==> src/aqw_pkg.sv <==
// package of constants for the alarm and question-answer watchdog control block
//=====================================================================
package aqw_pkg;
  //=====================================================================
  // register addresses (write side, read side)
  localparam logic [7:0] ALARM_REACTION_CONTROL_WADDR = 8'h48;
  localparam logic [7:0] ALARM_REACTION_CONTROL_RADDR = 8'hc8;
  localparam logic [7:0] WATCHDOG_CONTROL_WADDR       = 8'h4c;
  localparam logic [7:0] WATCHDOG_CONTROL_RADDR       = 8'hcc;
  localparam logic [7:0] WATCHDOG_ANSWER_WADDR        = 8'h50;
  localparam logic [7:0] WATCHDOG_STATUS_RADDR        = 8'hd0;
  //=====================================================================
  // field positions
  localparam int ALARM_SEL_BIT   = 12;
  localparam int FILT_LSB        = 0;
  localparam int REACT_LSB       = 12;
  localparam int PERIOD_LSB      = 8;
  localparam int ENABLE_BIT      = 0;
  localparam int CMD_LSB         = 4;
  localparam int RESP_LSB        = 0;
  localparam int ERRCNT_LSB      = 8;
  localparam int SEQ_LSB         = 4;
  localparam int PREV_LSB        = 0;
  //=====================================================================
  // reset values
  localparam logic       ALARM_SEL_RST = 1'b0;
  localparam logic [1:0] FILT_RST      = 2'h0;
  localparam logic [2:0] REACT_RST     = 3'h1;
  localparam logic [1:0] PERIOD_RST    = 2'h0;
  localparam logic       ENABLE_RST    = 1'b0;
  localparam logic [3:0] PREV_RST      = 4'hf;
  //=====================================================================
  // commands and reactions
  localparam logic [3:0] CMD_STOP   = 4'h5;
  localparam logic [3:0] CMD_ANSWER = 4'h7;
  localparam logic [3:0] CMD_START  = 4'ha;
  localparam logic [2:0] REACT_FAULT_ONLY = 3'h1;
  localparam logic [2:0] REACT_ALL_OFF    = 3'h2;
  localparam logic [2:0] REACT_MOTOR_OFF  = 3'h3;
  localparam logic [2:0] REACT_ALL_PUMP   = 3'h4;
  localparam logic [3:0] ACC_LIMIT        = 4'h4;
  localparam logic [3:0] ANSWER_MIX       = 4'h5;
  //=====================================================================
  // timing: clock 10 MHz, reference 4 MHz (250 ns)
  localparam int CNT_W      = 17;
  localparam int CLK_KHZ    = 10000;
  localparam int REF_NS     = 250;
  localparam int FILT0_NS   = 16 * 4 * REF_NS + REF_NS;
  localparam int FILT1_NS   = 1000 * 4 * REF_NS + REF_NS;
  localparam int FILT2_NS   = 2000 * 4 * REF_NS + REF_NS;
  localparam int FILT3_NS   = 4000 * 4 * REF_NS + REF_NS;
  localparam int TMO0_MS    = 1;
  localparam int TMO1_MS    = 2;
  localparam int TMO2_MS    = 4;
  localparam int TMO3_MS    = 8;
  // least filter times round up, timeouts are exact cycle counts
  localparam int FILT0_CYC  = (FILT0_NS * (CLK_KHZ / 1000) + 999) / 1000;
  localparam int FILT1_CYC  = (FILT1_NS * (CLK_KHZ / 1000) + 999) / 1000;
  localparam int FILT2_CYC  = (FILT2_NS * (CLK_KHZ / 1000) + 999) / 1000;
  localparam int FILT3_CYC  = (FILT3_NS * (CLK_KHZ / 1000) + 999) / 1000;
  localparam int TMO0_CYC   = TMO0_MS * CLK_KHZ;
  localparam int TMO1_CYC   = TMO1_MS * CLK_KHZ;
  localparam int TMO2_CYC   = TMO2_MS * CLK_KHZ;
  localparam int TMO3_CYC   = TMO3_MS * CLK_KHZ;
  //=====================================================================
  // watchdog states
  typedef enum logic [1:0] {
    AQW_IDLE = 2'b01,
    AQW_RUN  = 2'b10
  } aqw_state_t;
endpackage

==> src/aqw_top.sv <==
// alarm reaction and question-answer watchdog control, top module
`timescale 1ns/1ps
`default_nettype none
module aqw_top #(
  parameter int FILT1_CYC = aqw_pkg::FILT1_CYC,
  parameter int FILT2_CYC = aqw_pkg::FILT2_CYC,
  parameter int FILT3_CYC = aqw_pkg::FILT3_CYC,
  parameter int TMO0_CYC  = aqw_pkg::TMO0_CYC,
  parameter int TMO1_CYC  = aqw_pkg::TMO1_CYC,
  parameter int TMO2_CYC  = aqw_pkg::TMO2_CYC,
  parameter int TMO3_CYC  = aqw_pkg::TMO3_CYC
) (
  // clock, reset, enable
  input  wire logic        CLK_I,
  input  wire logic        RESET_I,
  input  wire logic        CE_I,
  // decoded register access from the serial frame logic
  input  wire logic        REG_WR_I,
  input  wire logic        REG_RD_I,
  input  wire logic [7:0]  REG_ADDR_I,
  input  wire logic [15:0] REG_WDATA_I,
  output var  logic [15:0] REG_RDATA_O,
  // alarm pin
  input  wire logic        ALARM_I,
  // reactions
  output var  logic        FAULT_N_O,
  output var  logic        DRV_ALL_OFF_O,
  output var  logic        DRV_MOTOR_OFF_O,
  output var  logic        PUMP_OFF_O
);
  //=====================================================================
  // declarations
  logic                      alarm_sel_reg;
  logic [1:0]                filt_reg;
  logic [2:0]                react_reg;
  logic [1:0]                period_reg;
  logic                      enable_reg;
  logic [2:0]                act_react_reg;
  logic [1:0]                act_period_reg;
  logic                      act_enable_reg;
  aqw_pkg::aqw_state_t       state_reg;
  aqw_pkg::aqw_state_t       state_next;
  logic [aqw_pkg::CNT_W-1:0] timer_reg;
  logic [3:0]                err_reg;
  logic [3:0]                seq_reg;
  logic [3:0]                prev_reg;
  logic                      trip_reg;
  logic                      sync1_reg;
  logic                      sync2_reg;
  logic                      alarm_filt;
  logic [aqw_pkg::CNT_W-1:0] filt_limit;
  logic [aqw_pkg::CNT_W-1:0] tmo_limit;

  //=====================================================================
  // functions
  function automatic logic [aqw_pkg::CNT_W-1:0] pick(input logic [1:0] sel, input int c0, input int c1,
                                                     input int c2, input int c3);
    int c;
    case (sel)
      2'h0:    c = c0;
      2'h1:    c = c1;
      2'h2:    c = c2;
      default: c = c3;
    endcase
    return c[aqw_pkg::CNT_W-1:0];
  endfunction

  // expected answer derived from the sequence number
  function automatic logic [3:0] expect_of(input logic [3:0] seq);
    return {seq[0], seq[3:1]} ^ aqw_pkg::ANSWER_MIX;
  endfunction

  //=====================================================================
  // register decode
  wire wr_alarm  = REG_WR_I && REG_ADDR_I == aqw_pkg::ALARM_REACTION_CONTROL_WADDR;
  wire wr_ctrl   = REG_WR_I && REG_ADDR_I == aqw_pkg::WATCHDOG_CONTROL_WADDR;
  wire wr_answer = REG_WR_I && REG_ADDR_I == aqw_pkg::WATCHDOG_ANSWER_WADDR;
  wire [2:0] react_in = REG_WDATA_I[aqw_pkg::REACT_LSB +: 3];
  wire react_ok = react_in >= aqw_pkg::REACT_FAULT_ONLY && react_in <= aqw_pkg::REACT_ALL_PUMP;
  wire [3:0] cmd  = REG_WDATA_I[aqw_pkg::CMD_LSB +: 4];
  wire [3:0] resp = REG_WDATA_I[aqw_pkg::RESP_LSB +: 4];
  wire running    = state_reg == aqw_pkg::AQW_RUN;
  wire cmd_start  = wr_answer && cmd == aqw_pkg::CMD_START;
  wire cmd_stop   = wr_answer && cmd == aqw_pkg::CMD_STOP;
  wire cmd_answer = wr_answer && cmd == aqw_pkg::CMD_ANSWER;
  wire cmd_bad    = wr_answer && running && !cmd_start && !cmd_stop && !cmd_answer;
  wire ans_good   = cmd_answer && running && resp == expect_of(seq_reg);
  wire ans_wrong  = cmd_answer && running && !ans_good;
  wire timed_out  = running && act_enable_reg && timer_reg >= tmo_limit - 17'h00001;
  wire err_event  = cmd_bad || ans_wrong || timed_out;
  wire err_sat    = err_reg == 4'hf;
  wire trip_now   = running && err_reg >= aqw_pkg::ACC_LIMIT;

  //=====================================================================
  // selected lengths
  assign filt_limit = pick(filt_reg, aqw_pkg::FILT0_CYC, FILT1_CYC, FILT2_CYC, FILT3_CYC);
  assign tmo_limit  = pick(act_period_reg, TMO0_CYC, TMO1_CYC, TMO2_CYC, TMO3_CYC);

  //=====================================================================
  // alarm pin synchroniser, then filter
  always_ff @(posedge CLK_I) begin
    if (RESET_I) begin
      sync1_reg <= 1'b0;
      sync2_reg <= 1'b0;
    end else if (CE_I) begin
      sync1_reg <= ALARM_I;
      sync2_reg <= sync1_reg;
    end
  end

  aqw_filter u_filter (
    .clk_i   (CLK_I),
    .rst_i   (RESET_I),
    .ce_i    (CE_I),
    .raw_i   (sync2_reg),
    .limit_i (filt_limit),
    .filt_o  (alarm_filt)
  );

  //=====================================================================
  // control registers; unlisted reaction codes are dropped
  always_ff @(posedge CLK_I) begin
    if (RESET_I) begin
      alarm_sel_reg <= aqw_pkg::ALARM_SEL_RST;
      filt_reg      <= aqw_pkg::FILT_RST;
      react_reg     <= aqw_pkg::REACT_RST;
      period_reg    <= aqw_pkg::PERIOD_RST;
      enable_reg    <= aqw_pkg::ENABLE_RST;
    end else if (CE_I) begin
      if (wr_alarm) begin
        alarm_sel_reg <= REG_WDATA_I[aqw_pkg::ALARM_SEL_BIT];
        filt_reg      <= REG_WDATA_I[aqw_pkg::FILT_LSB +: 2];
      end
      if (wr_ctrl) begin
        if (react_ok) begin
          react_reg <= react_in;
        end
        period_reg <= REG_WDATA_I[aqw_pkg::PERIOD_LSB +: 2];
        enable_reg <= REG_WDATA_I[aqw_pkg::ENABLE_BIT];
      end
    end
  end

  //=====================================================================
  // settings used by the watchdog are latched only at start
  always_ff @(posedge CLK_I) begin
    if (RESET_I) begin
      act_react_reg  <= aqw_pkg::REACT_RST;
      act_period_reg <= aqw_pkg::PERIOD_RST;
      act_enable_reg <= aqw_pkg::ENABLE_RST;
    end else if (CE_I && cmd_start) begin
      act_react_reg  <= react_reg;
      act_period_reg <= period_reg;
      act_enable_reg <= enable_reg;
    end
  end

  //=====================================================================
  // sequence state
  always_comb begin
    case (state_reg)
      aqw_pkg::AQW_IDLE: state_next = cmd_start ? aqw_pkg::AQW_RUN : aqw_pkg::AQW_IDLE;
      aqw_pkg::AQW_RUN:  state_next = cmd_stop ? aqw_pkg::AQW_IDLE : aqw_pkg::AQW_RUN;
      default:           state_next = aqw_pkg::AQW_IDLE;
    endcase
  end

  // a good answer advances the sequence and restarts the timeout
  always_ff @(posedge CLK_I) begin
    if (RESET_I) begin
      state_reg <= aqw_pkg::AQW_IDLE;
      timer_reg <= '0;
      err_reg   <= '0;
      seq_reg   <= '0;
      prev_reg  <= aqw_pkg::PREV_RST;
      trip_reg  <= 1'b0;
    end else if (CE_I) begin
      state_reg <= state_next;
      if (cmd_start || ans_good || timed_out || !running) begin
        timer_reg <= '0;
      end else begin
        timer_reg <= timer_reg + 17'h00001;
      end
      if (err_event && !err_sat) begin
        err_reg <= err_reg + 4'h1;
      end
      if (ans_good) begin
        prev_reg <= expect_of(seq_reg);
        seq_reg  <= seq_reg + 4'h1;
      end
      if (trip_now) begin
        trip_reg <= 1'b1;
      end
    end
  end

  //=====================================================================
  // reaction outputs: alarm follows the filtered level, watchdog trip holds
  wire wd_all   = trip_reg && (act_react_reg == aqw_pkg::REACT_ALL_OFF || act_react_reg == aqw_pkg::REACT_ALL_PUMP);
  wire wd_motor = trip_reg && act_react_reg == aqw_pkg::REACT_MOTOR_OFF;
  wire wd_pump  = trip_reg && act_react_reg == aqw_pkg::REACT_ALL_PUMP;

  always_ff @(posedge CLK_I) begin
    if (RESET_I) begin
      FAULT_N_O       <= 1'b1;
      DRV_ALL_OFF_O   <= 1'b0;
      DRV_MOTOR_OFF_O <= 1'b0;
      PUMP_OFF_O      <= 1'b0;
    end else if (CE_I) begin
      FAULT_N_O       <= !(alarm_filt || trip_reg);
      DRV_ALL_OFF_O   <= (alarm_filt && !alarm_sel_reg) || wd_all;
      DRV_MOTOR_OFF_O <= (alarm_filt && alarm_sel_reg) || wd_motor;
      PUMP_OFF_O      <= wd_pump;
    end
  end

  //=====================================================================
  // read-back; unmapped addresses read zero
  always_ff @(posedge CLK_I) begin
    if (RESET_I) begin
      REG_RDATA_O <= '0;
    end else if (CE_I && REG_RD_I) begin
      case (REG_ADDR_I)
        aqw_pkg::ALARM_REACTION_CONTROL_RADDR: REG_RDATA_O <= {3'h0, alarm_sel_reg, 10'h000, filt_reg};
        aqw_pkg::WATCHDOG_CONTROL_RADDR: REG_RDATA_O <= {1'b0, react_reg, 2'h0, period_reg, 7'h00, enable_reg};
        aqw_pkg::WATCHDOG_STATUS_RADDR:  REG_RDATA_O <= {4'h0, err_reg, seq_reg, prev_reg};
        default: REG_RDATA_O <= '0;
      endcase
    end
  end
endmodule
`default_nettype wire

==> src/aqw_filter.sv <==
// digital level filter for the synchronised alarm input
`timescale 1ns/1ps
`default_nettype none
module aqw_filter (
  // clock and control
  input  wire logic                      clk_i,
  input  wire logic                      rst_i,
  input  wire logic                      ce_i,
  // level in, settle length, filtered level out
  input  wire logic                      raw_i,
  input  wire logic [aqw_pkg::CNT_W-1:0] limit_i,
  output var  logic                      filt_o
);
  logic [aqw_pkg::CNT_W-1:0] cnt_reg;
  logic                      differ;
  logic                      settled;

  //=====================================================================
  // level must differ for the full length before it is passed on
  assign differ  = raw_i != filt_o;
  assign settled = cnt_reg >= limit_i - 17'h00001;

  // a single glitch restarts the count, so short pulses never pass
  always_ff @(posedge clk_i) begin
    if (rst_i) begin
      cnt_reg <= '0;
      filt_o  <= 1'b0;
    end else if (ce_i) begin
      if (!differ) begin
        cnt_reg <= '0;
      end else if (settled) begin
        cnt_reg <= '0;
        filt_o  <= raw_i;
      end else begin
        cnt_reg <= cnt_reg + 17'h00001;
      end
    end
  end
endmodule
`default_nettype wire

==> config.mk <==
export PLATFORM = sky130hd
export DESIGN_NAME = aqw_top
export DESIGN_NICKNAME = d
export VERILOG_FILES = /design/src/aqw_pkg.sv /design/src/aqw_top.sv /design/src/aqw_filter.sv
export SDC_FILE = /design/constraint.sdc
export NUM_CORES = 1
export LEC_CHECK = 0
export ABC_AREA = 1
export CAP_MARGIN = 40
export CORE_AREA = 2 2 114 116
export DETAILED_ROUTE_END_ITERATION = 10
export DIE_AREA = 0 0 116 118
export DONT_BUFFER_PORTS = 1
export HOLD_SLACK_MARGIN = 0.05
export PLACE_DENSITY_LB_ADDON = 0.1
export REMOVE_ABC_BUFFERS = 1
export SLEW_MARGIN = 20
export SYNTH_ARGS = -nofsm -noshare
export SYNTH_HDL_FRONTEND = slang
export SYNTH_SLANG_ARGS = --single-unit
==> constraint.sdc <==
create_clock -name CLK_I -period 3.3 [get_ports CLK_I]
set_input_delay 0 -clock CLK_I [delete_from_list [all_inputs] [get_ports CLK_I]]
set_output_delay 0 -clock CLK_I [all_outputs]
set_load 0.03 [all_outputs]
* Word level (Yosys, flattened, before mapping) *
Index checks and enable logic that the tools add are counted.

operators by class
  eq/ne operators = 21
  order comparisons = 5
  multiplexer cells = 9
  add/sub/neg operators = 6
  reductions and logical operators = 51
  bitwise gates (word level) = 1

operator list
  operator               number
  $mux 17                3
  $pmux 17 s3            1
  $pmux 16 s3            1
  $pmux 15 s3            1
  $add 17x1->17 const B  2
  $ge 17x17->1           2
  $logic_and 1x1->1      25
  $eq 8x7->1 const B     3
  $eq 8x8->1 const B     3
  $sub 16x1->17 const B  1
  $sub 17x1->17 const B  1
  $reduce_and 2->1       5
  $logic_or 1x1->1       9
  $add 4x1->4 const B    2
  $eq 4x3->1 const B     2
  $eq 4x4->1 const B     2
  $logic_not 1->1        8
  $eq 2x1->1 const B     3
  $eq 2x2->1 const B     3
  $eq 3x2->1 const B     2
  $reduce_and 3->1       2
  $eq 4x4->1             1
  $ge 4x3->1 const B     1
  $logic_not 2->1        2
  other kinds (7)        8

word-level totals
  output and inout bits = 20
  input port bits = 30
  register bits after elaboration = 87

* Depth between registers and ports, before layout *
  word-level depth = 11
  mapped depth = 20
  mapped depth without buffers = 20

* Modules after synthesis *
Synthesis repeated with hierarchy kept, for this count alone.

unflattened totals
  cell total of the unflattened synthesis = 858
  area total of the unflattened synthesis = 5743.0 sq um

by module, submodules not included
  module      area each (sq um)  times used  cells an instance  sequential area each (sq um)
  aqw_top     3754.9             1           536                1361.3
  aqw_filter  1988.2             1           322                360.3

* Worst setup path before layout *
No wires, ideal clock.

  path type = register -> register
  start point = reg act_period_reg[0]
  end point = reg timer_reg[9] (netlist bit)
  setup slack = 0.912 ns
  cell stages (with the launch flop) = 21
  path buffers = 1
  arrival = 2.270 ns
  cells stage by stage = dfxtp_1 > inv_1 > ha_1 > inv_1 > ha_1 > or2_2 > ha_1 > nand2_1 > inv_1 > nand2_1 > nor2_1 > nand2_1 > nand2_1 > nand2_1 > nand3_1 > nand2_1 > nand2_1 > nand2_2 > nand2_4 > buf_8 > nor2_2

on the way
  cells in the longest elaborated chain, start to end = 8
  elaborated cells between the ends (all ways) = 10
  classes of those cells = add/sub (1); order compare (1); eq/ne (2); mux (2); reduce/logical (4)

RTL lines
  element                             RTL line        source
  start: declaration                  aqw_top.sv:39   logic [1:0] act_period_reg;
  start signal: assignment            aqw_top.sv:149  act_period_reg <= aqw_pkg::PERIOD_RST;
  start signal: assignment            aqw_top.sv:153  act_period_reg <= period_reg;
  $eq 2x2->1 (tied with other cells)  aqw_top.sv:59   case (sel)
  $pmux 17 s3 *                       aqw_top.sv:59
  $sub 17x1->17 *                     aqw_top.sv:89   wire timed_out = running && act_enable_reg && timer_reg >= tmo_limit - 17'h00001;
  $ge 17x17->1 *                      aqw_top.sv:89
  $logic_and 1x1->1 *                 aqw_top.sv:89
  $logic_or 1x1->1 * (2 in a row)     aqw_top.sv:179  if (cmd_start || ans_good || timed_out || !running) begin
  $mux 17 *                           aqw_top.sv:179
  end signal: assignment              aqw_top.sv:182  timer_reg <= timer_reg + 17'h00001;
  end: declaration                    aqw_top.sv:43   logic [aqw_pkg::CNT_W-1:0] timer_reg;

Every way passes the cells marked *; elsewhere a longest branch is shown, timed or not.
A chain may end at the register's enable or synchronous reset.

* Worst setup path after layout *
  start point = reg filt_reg[0]
  end point = reg u_filter.cnt_reg[5] (netlist bit)

on the way
  cells in the longest elaborated chain, start to end = 6
  elaborated cells between the ends (all ways) = 8
  classes of those cells = add/sub (1); order compare (1); eq/ne (2); mux (3); reduce/logical (1)

RTL lines
  element                             RTL line          source
  start: declaration                  aqw_top.sv:34     logic [1:0] filt_reg;
  start signal: assignment            aqw_top.sv:125    filt_reg <= aqw_pkg::FILT_RST;
  start signal: assignment            aqw_top.sv:132    filt_reg <= REG_WDATA_I[aqw_pkg::FILT_LSB +: 2];
  $eq 2x2->1 (tied with other cells)  aqw_top.sv:59
  $pmux 16 s3 *                       aqw_top.sv:59
  $sub 16x1->17 *                     aqw_filter.sv:21  assign settled = cnt_reg >= limit_i - 17'h00001;
  $ge 17x17->1 *                      aqw_filter.sv:21
  $mux 17 *                           aqw_filter.sv:31  end else if (settled) begin
  $mux 17 *                           aqw_filter.sv:29  if (!differ) begin
  end signal: assignment              aqw_filter.sv:35  cnt_reg <= cnt_reg + 17'h00001;
  end: declaration                    aqw_filter.sv:14  logic [aqw_pkg::CNT_W-1:0] cnt_reg;

Marked as above.

==> out/metrics.cfg <==
[finish]
area_growth_pct = 11.9
antennaDiodeCount = 0
fill_cells = 1277
nNetsFinal = 798
drive_above_1_share_pct = 8.64
regArea_sq_um = 1720
multi_input_area_sq_um = 2980

[timing]
finalCritPeriodShare_pct = 88.6
clock-skew-final_ps = 7.02
fmaxAchievable_mhz = 342
slew_viol_final = 0
max_slew_margin_pct = 54.3
final.setup.tns_ps = 0
unrepaired_setup_endpoints_after_global_routing = no
worst-slew-pin-transition_ps = 685
setup-violations-final = 0
hold_viol = 0
finalWorstPathRequiredPeriod_ps = 2920

[power]
max-vdd-ir-drop_mv = 0.270
power.density_cell_area_nw_per_um2 = 370
power.share.sequential_pct = 50.3
total_power_w = 0.00214
internal-power_w = 0.00160
power.switching_w = 0.000536
cellLeakagePower_nw = 2.37
comb_power_share_pct = 5.0
share_clk_of_total_power_pct = 44.7
power.share.switching_pct = 25.1

[min_path]
worstHoldStart = CE_I
holdCritPathClass = input pin to flop

[synth]
netlist_instances = 712
synth_top_area_share_pct = 33.3
netlist_top_cells_area = dfxtp_1 (33%), ha_1 (11%), nand2_1 (9.7%)
synth.top_cells.by_count = nand2_1 (133), inv_1 (90), dfxtp_1 (86)
synth_cell_types = 44
netlist_area_sq_um = 5160
synth-seq-area-share_pct = 33.3
post-synth-top-area-cell = dfxtp_1
ys_seq_elements = 86
async_flop_share_pct = 0
synthFlopType = dfxtp_1
postSynthAreaPerCell_sq_um = 7.25
yosysWarningCount = 0
yosysMostFrequentCell = nand2_1
synth_edf_count = 0

[floorplan]
die-width_um = 116
core_area_sq_um = 12400
total_die_area_sq_um = 13700
dieHeight_um = 118
rows = 41
start_util_pct = 41.6
design.portCount = 50

[routing]
drt_first_iter_violations = 173
wl_um = 12600
detail_route.vias_per_cell = 5.00
drt_drc_violations_left = 0
wl_per_cell_um = 14.0
ant_nets = 0
routed_vias = 4509
dr.pass1.iters = 4

[clocking]
clock_path_buffers = 2
cts_buffers = 9
cts_resized = 0
number_of_sinks_on_the_clock_net = 86
insertion_delay_ps = 340
postCtsSetupBuffers = 0
clock_tree.htree_level_count = 3
clock_tree_from_tritoncts = done
cts_root_buffer = clkbuf_16
worst_setup_hold_path_clk_slew_ps = 70
cts_hold_buffers = 19

[worst_setup_path]
worstPathBufferInverterCount = 4
cp_depth = 14
cp-end-kind = flop
crit_end = u_filter.cnt_reg[5]
start_kind = flop
rr_startpoint = filt_reg[0]
timing.rr.end = u_filter.cnt_reg[5]
critPathKind = flop to flop
timing.critical_path.mode_cell = inv_1
timing.critical_path.slowest_cell_delay_ps = 560
crit_required_ps = 3590
timing.reg2reg.worst_path_depth = 14
timing.critical_path.arrival_ps = 3210
worstPathCellList = inv_1 -> ha_1 -> inv_1 -> ha_1 -> nand2_1 -> inv_1 -> o21ai_0 -> nand2_1 -> nor2_1 -> o21ai_0 -> a21oi_4 -> nand4_1 -> a21oi_1 -> dlygate4sd3_1
ff_to_ff_setup_slack_ps = 380
path_delay_family = compound AO/OA/AOI/OAI gates
timing.critical_path.fanout_max = 15
crit_path_launch = filt_reg[0]
critical-path-slowest-cell = dlygate4sd3_1

[global_routing]
first_global_vias = 4292
grt-ovfl-total = 0
grt_max_degree = 37
grt_use_total_pct = 19.3
grt_first_pass_wirelength_um = 20900
grt_antenna_before_repair = 1

[place]
buffer_ports.inserted = 0
place_hpwl_um = 9140
replace_congestion = 0.864

[run_status]
status = completed

[run]
max_cap_viol_count = 0

## layout by cell type (no fill, tap or decap), types with 2 or more instances in the layout
cell type      Yosys  layout
o21ai_0           39      39
nor3_1            14      14
nor2_2            17      17
inv_1             90      90
nor4_1             4       4
clkinv_4           0       3
nand2_1          133     133
o21ai_1            2       2
xor2_1            16      16
o21bai_1           2       2
inv_2              2       2
dlygate4sd3_1      0      18
dfxtp_1           86      86
ha_1              44      44
o22ai_1            3       3
o211ai_1           3       3
nor3_2             4       4
xnor2_1           14      14
a211oi_1           3       3
clkbuf_16          0       9
nor2_1            63      63
buf_4              3       2
a21oi_1           69      69
nand3_1           22      22
nand3_2            3       3
nand2_2            6       6
o21a_1             2       2
nand4_1           32      32
nor2_4             4       4
## routing by layer
layer | vias to the layer above | share of wire (%) | GRT usage [%]
li1 | 2369 | - | -
met1 | 2040 | 46 | 24.8
met2 | 76 | 47 | 31.3
met3 | 22 | 4.3 | 3.86
met4 | 2 | 2.5 | 7.74
met5 | - | 0.10 | 0
## how the worst min path moves through the flow
| stage | end | slack, ps | cells past startpoint |
|---|---|---|---|
| after detailed placement | u_filter.cnt_reg[7] | 70 | 1 |
| after floorplan | PUMP_OFF_O | 70 | 1 |
| after global routing | REG_RDATA_O[9] | 100 | 3 |
| after CTS | react_reg[1] | 50 | 5 |
| after global placement | u_filter.cnt_reg[7] | 70 | 1 |
| final | REG_RDATA_O[9] | 60 | 3 |
## final cells by class
class / instances / share of cell area, %
clock inverter: 6 / 0.823
tap: 172 / 3.72
inverter: 94 / 6.15
clock buffer: 10 / 3.96
multi-input combinational: 511 / 51.6
timing repair buffer: 22 / 3.98
sequential: 86 / 29.8
## worst reg2reg max path, delay by kind of cell, from the launching register on
kind	cells	cell delay, ps
flip-flops	1	330
adder cells (fa/ha/maj)	2	530
AND/OR/NAND/NOR	4	370
AO/OA/AOI/OAI	4	830
buffers and inverters	4	810
## per-stage QoR
stage | hold slack, ps | worst slack [ps] | instance area (sq um) | cells | util, %
2_1_floorplan | 69.1 | 942 | 5060 | 691 | -
3_3_place_gp | 73.3 | 689 | 5290 | 865 | 42.6
3_5_place_dp | 74.6 | 624 | 5290 | 865 | 42.6
4_1_cts | 54.0 | 396 | 5770 | 900 | 46.4
5_1_grt | 95.1 | 125 | 5780 | 901 | 46.6
6_report | 64.1 | 377 | 5780 | 901 | 46.6
## cell families after synthesis
logic type / after synthesis / share of synthesized area (%)
buffers and inverters: 115 / 8.94
xor gates and xnor gates: 30 / 5.09
AOI/OAI and AO/OA: 128 / 13.4
and+or+nand+nor: 308 / 28.5
other: 1 / 0.0726
DFF: 86 / 33.3
adders and majority gates: 44 / 10.7
## power groups by stage
stage	clock (W)	sequential [W]	combinational, W
floorplan	0	0.00110	0.0000568
global placement	0	0.00110	0.0000745
detailed placement	0	0.00110	0.0000765
CTS	0.000977	0.00108	0.000106
global route	0.00102	0.00108	0.000121
finish	0.000955	0.00108	0.000107
Power figures use the tool's default switching activity.
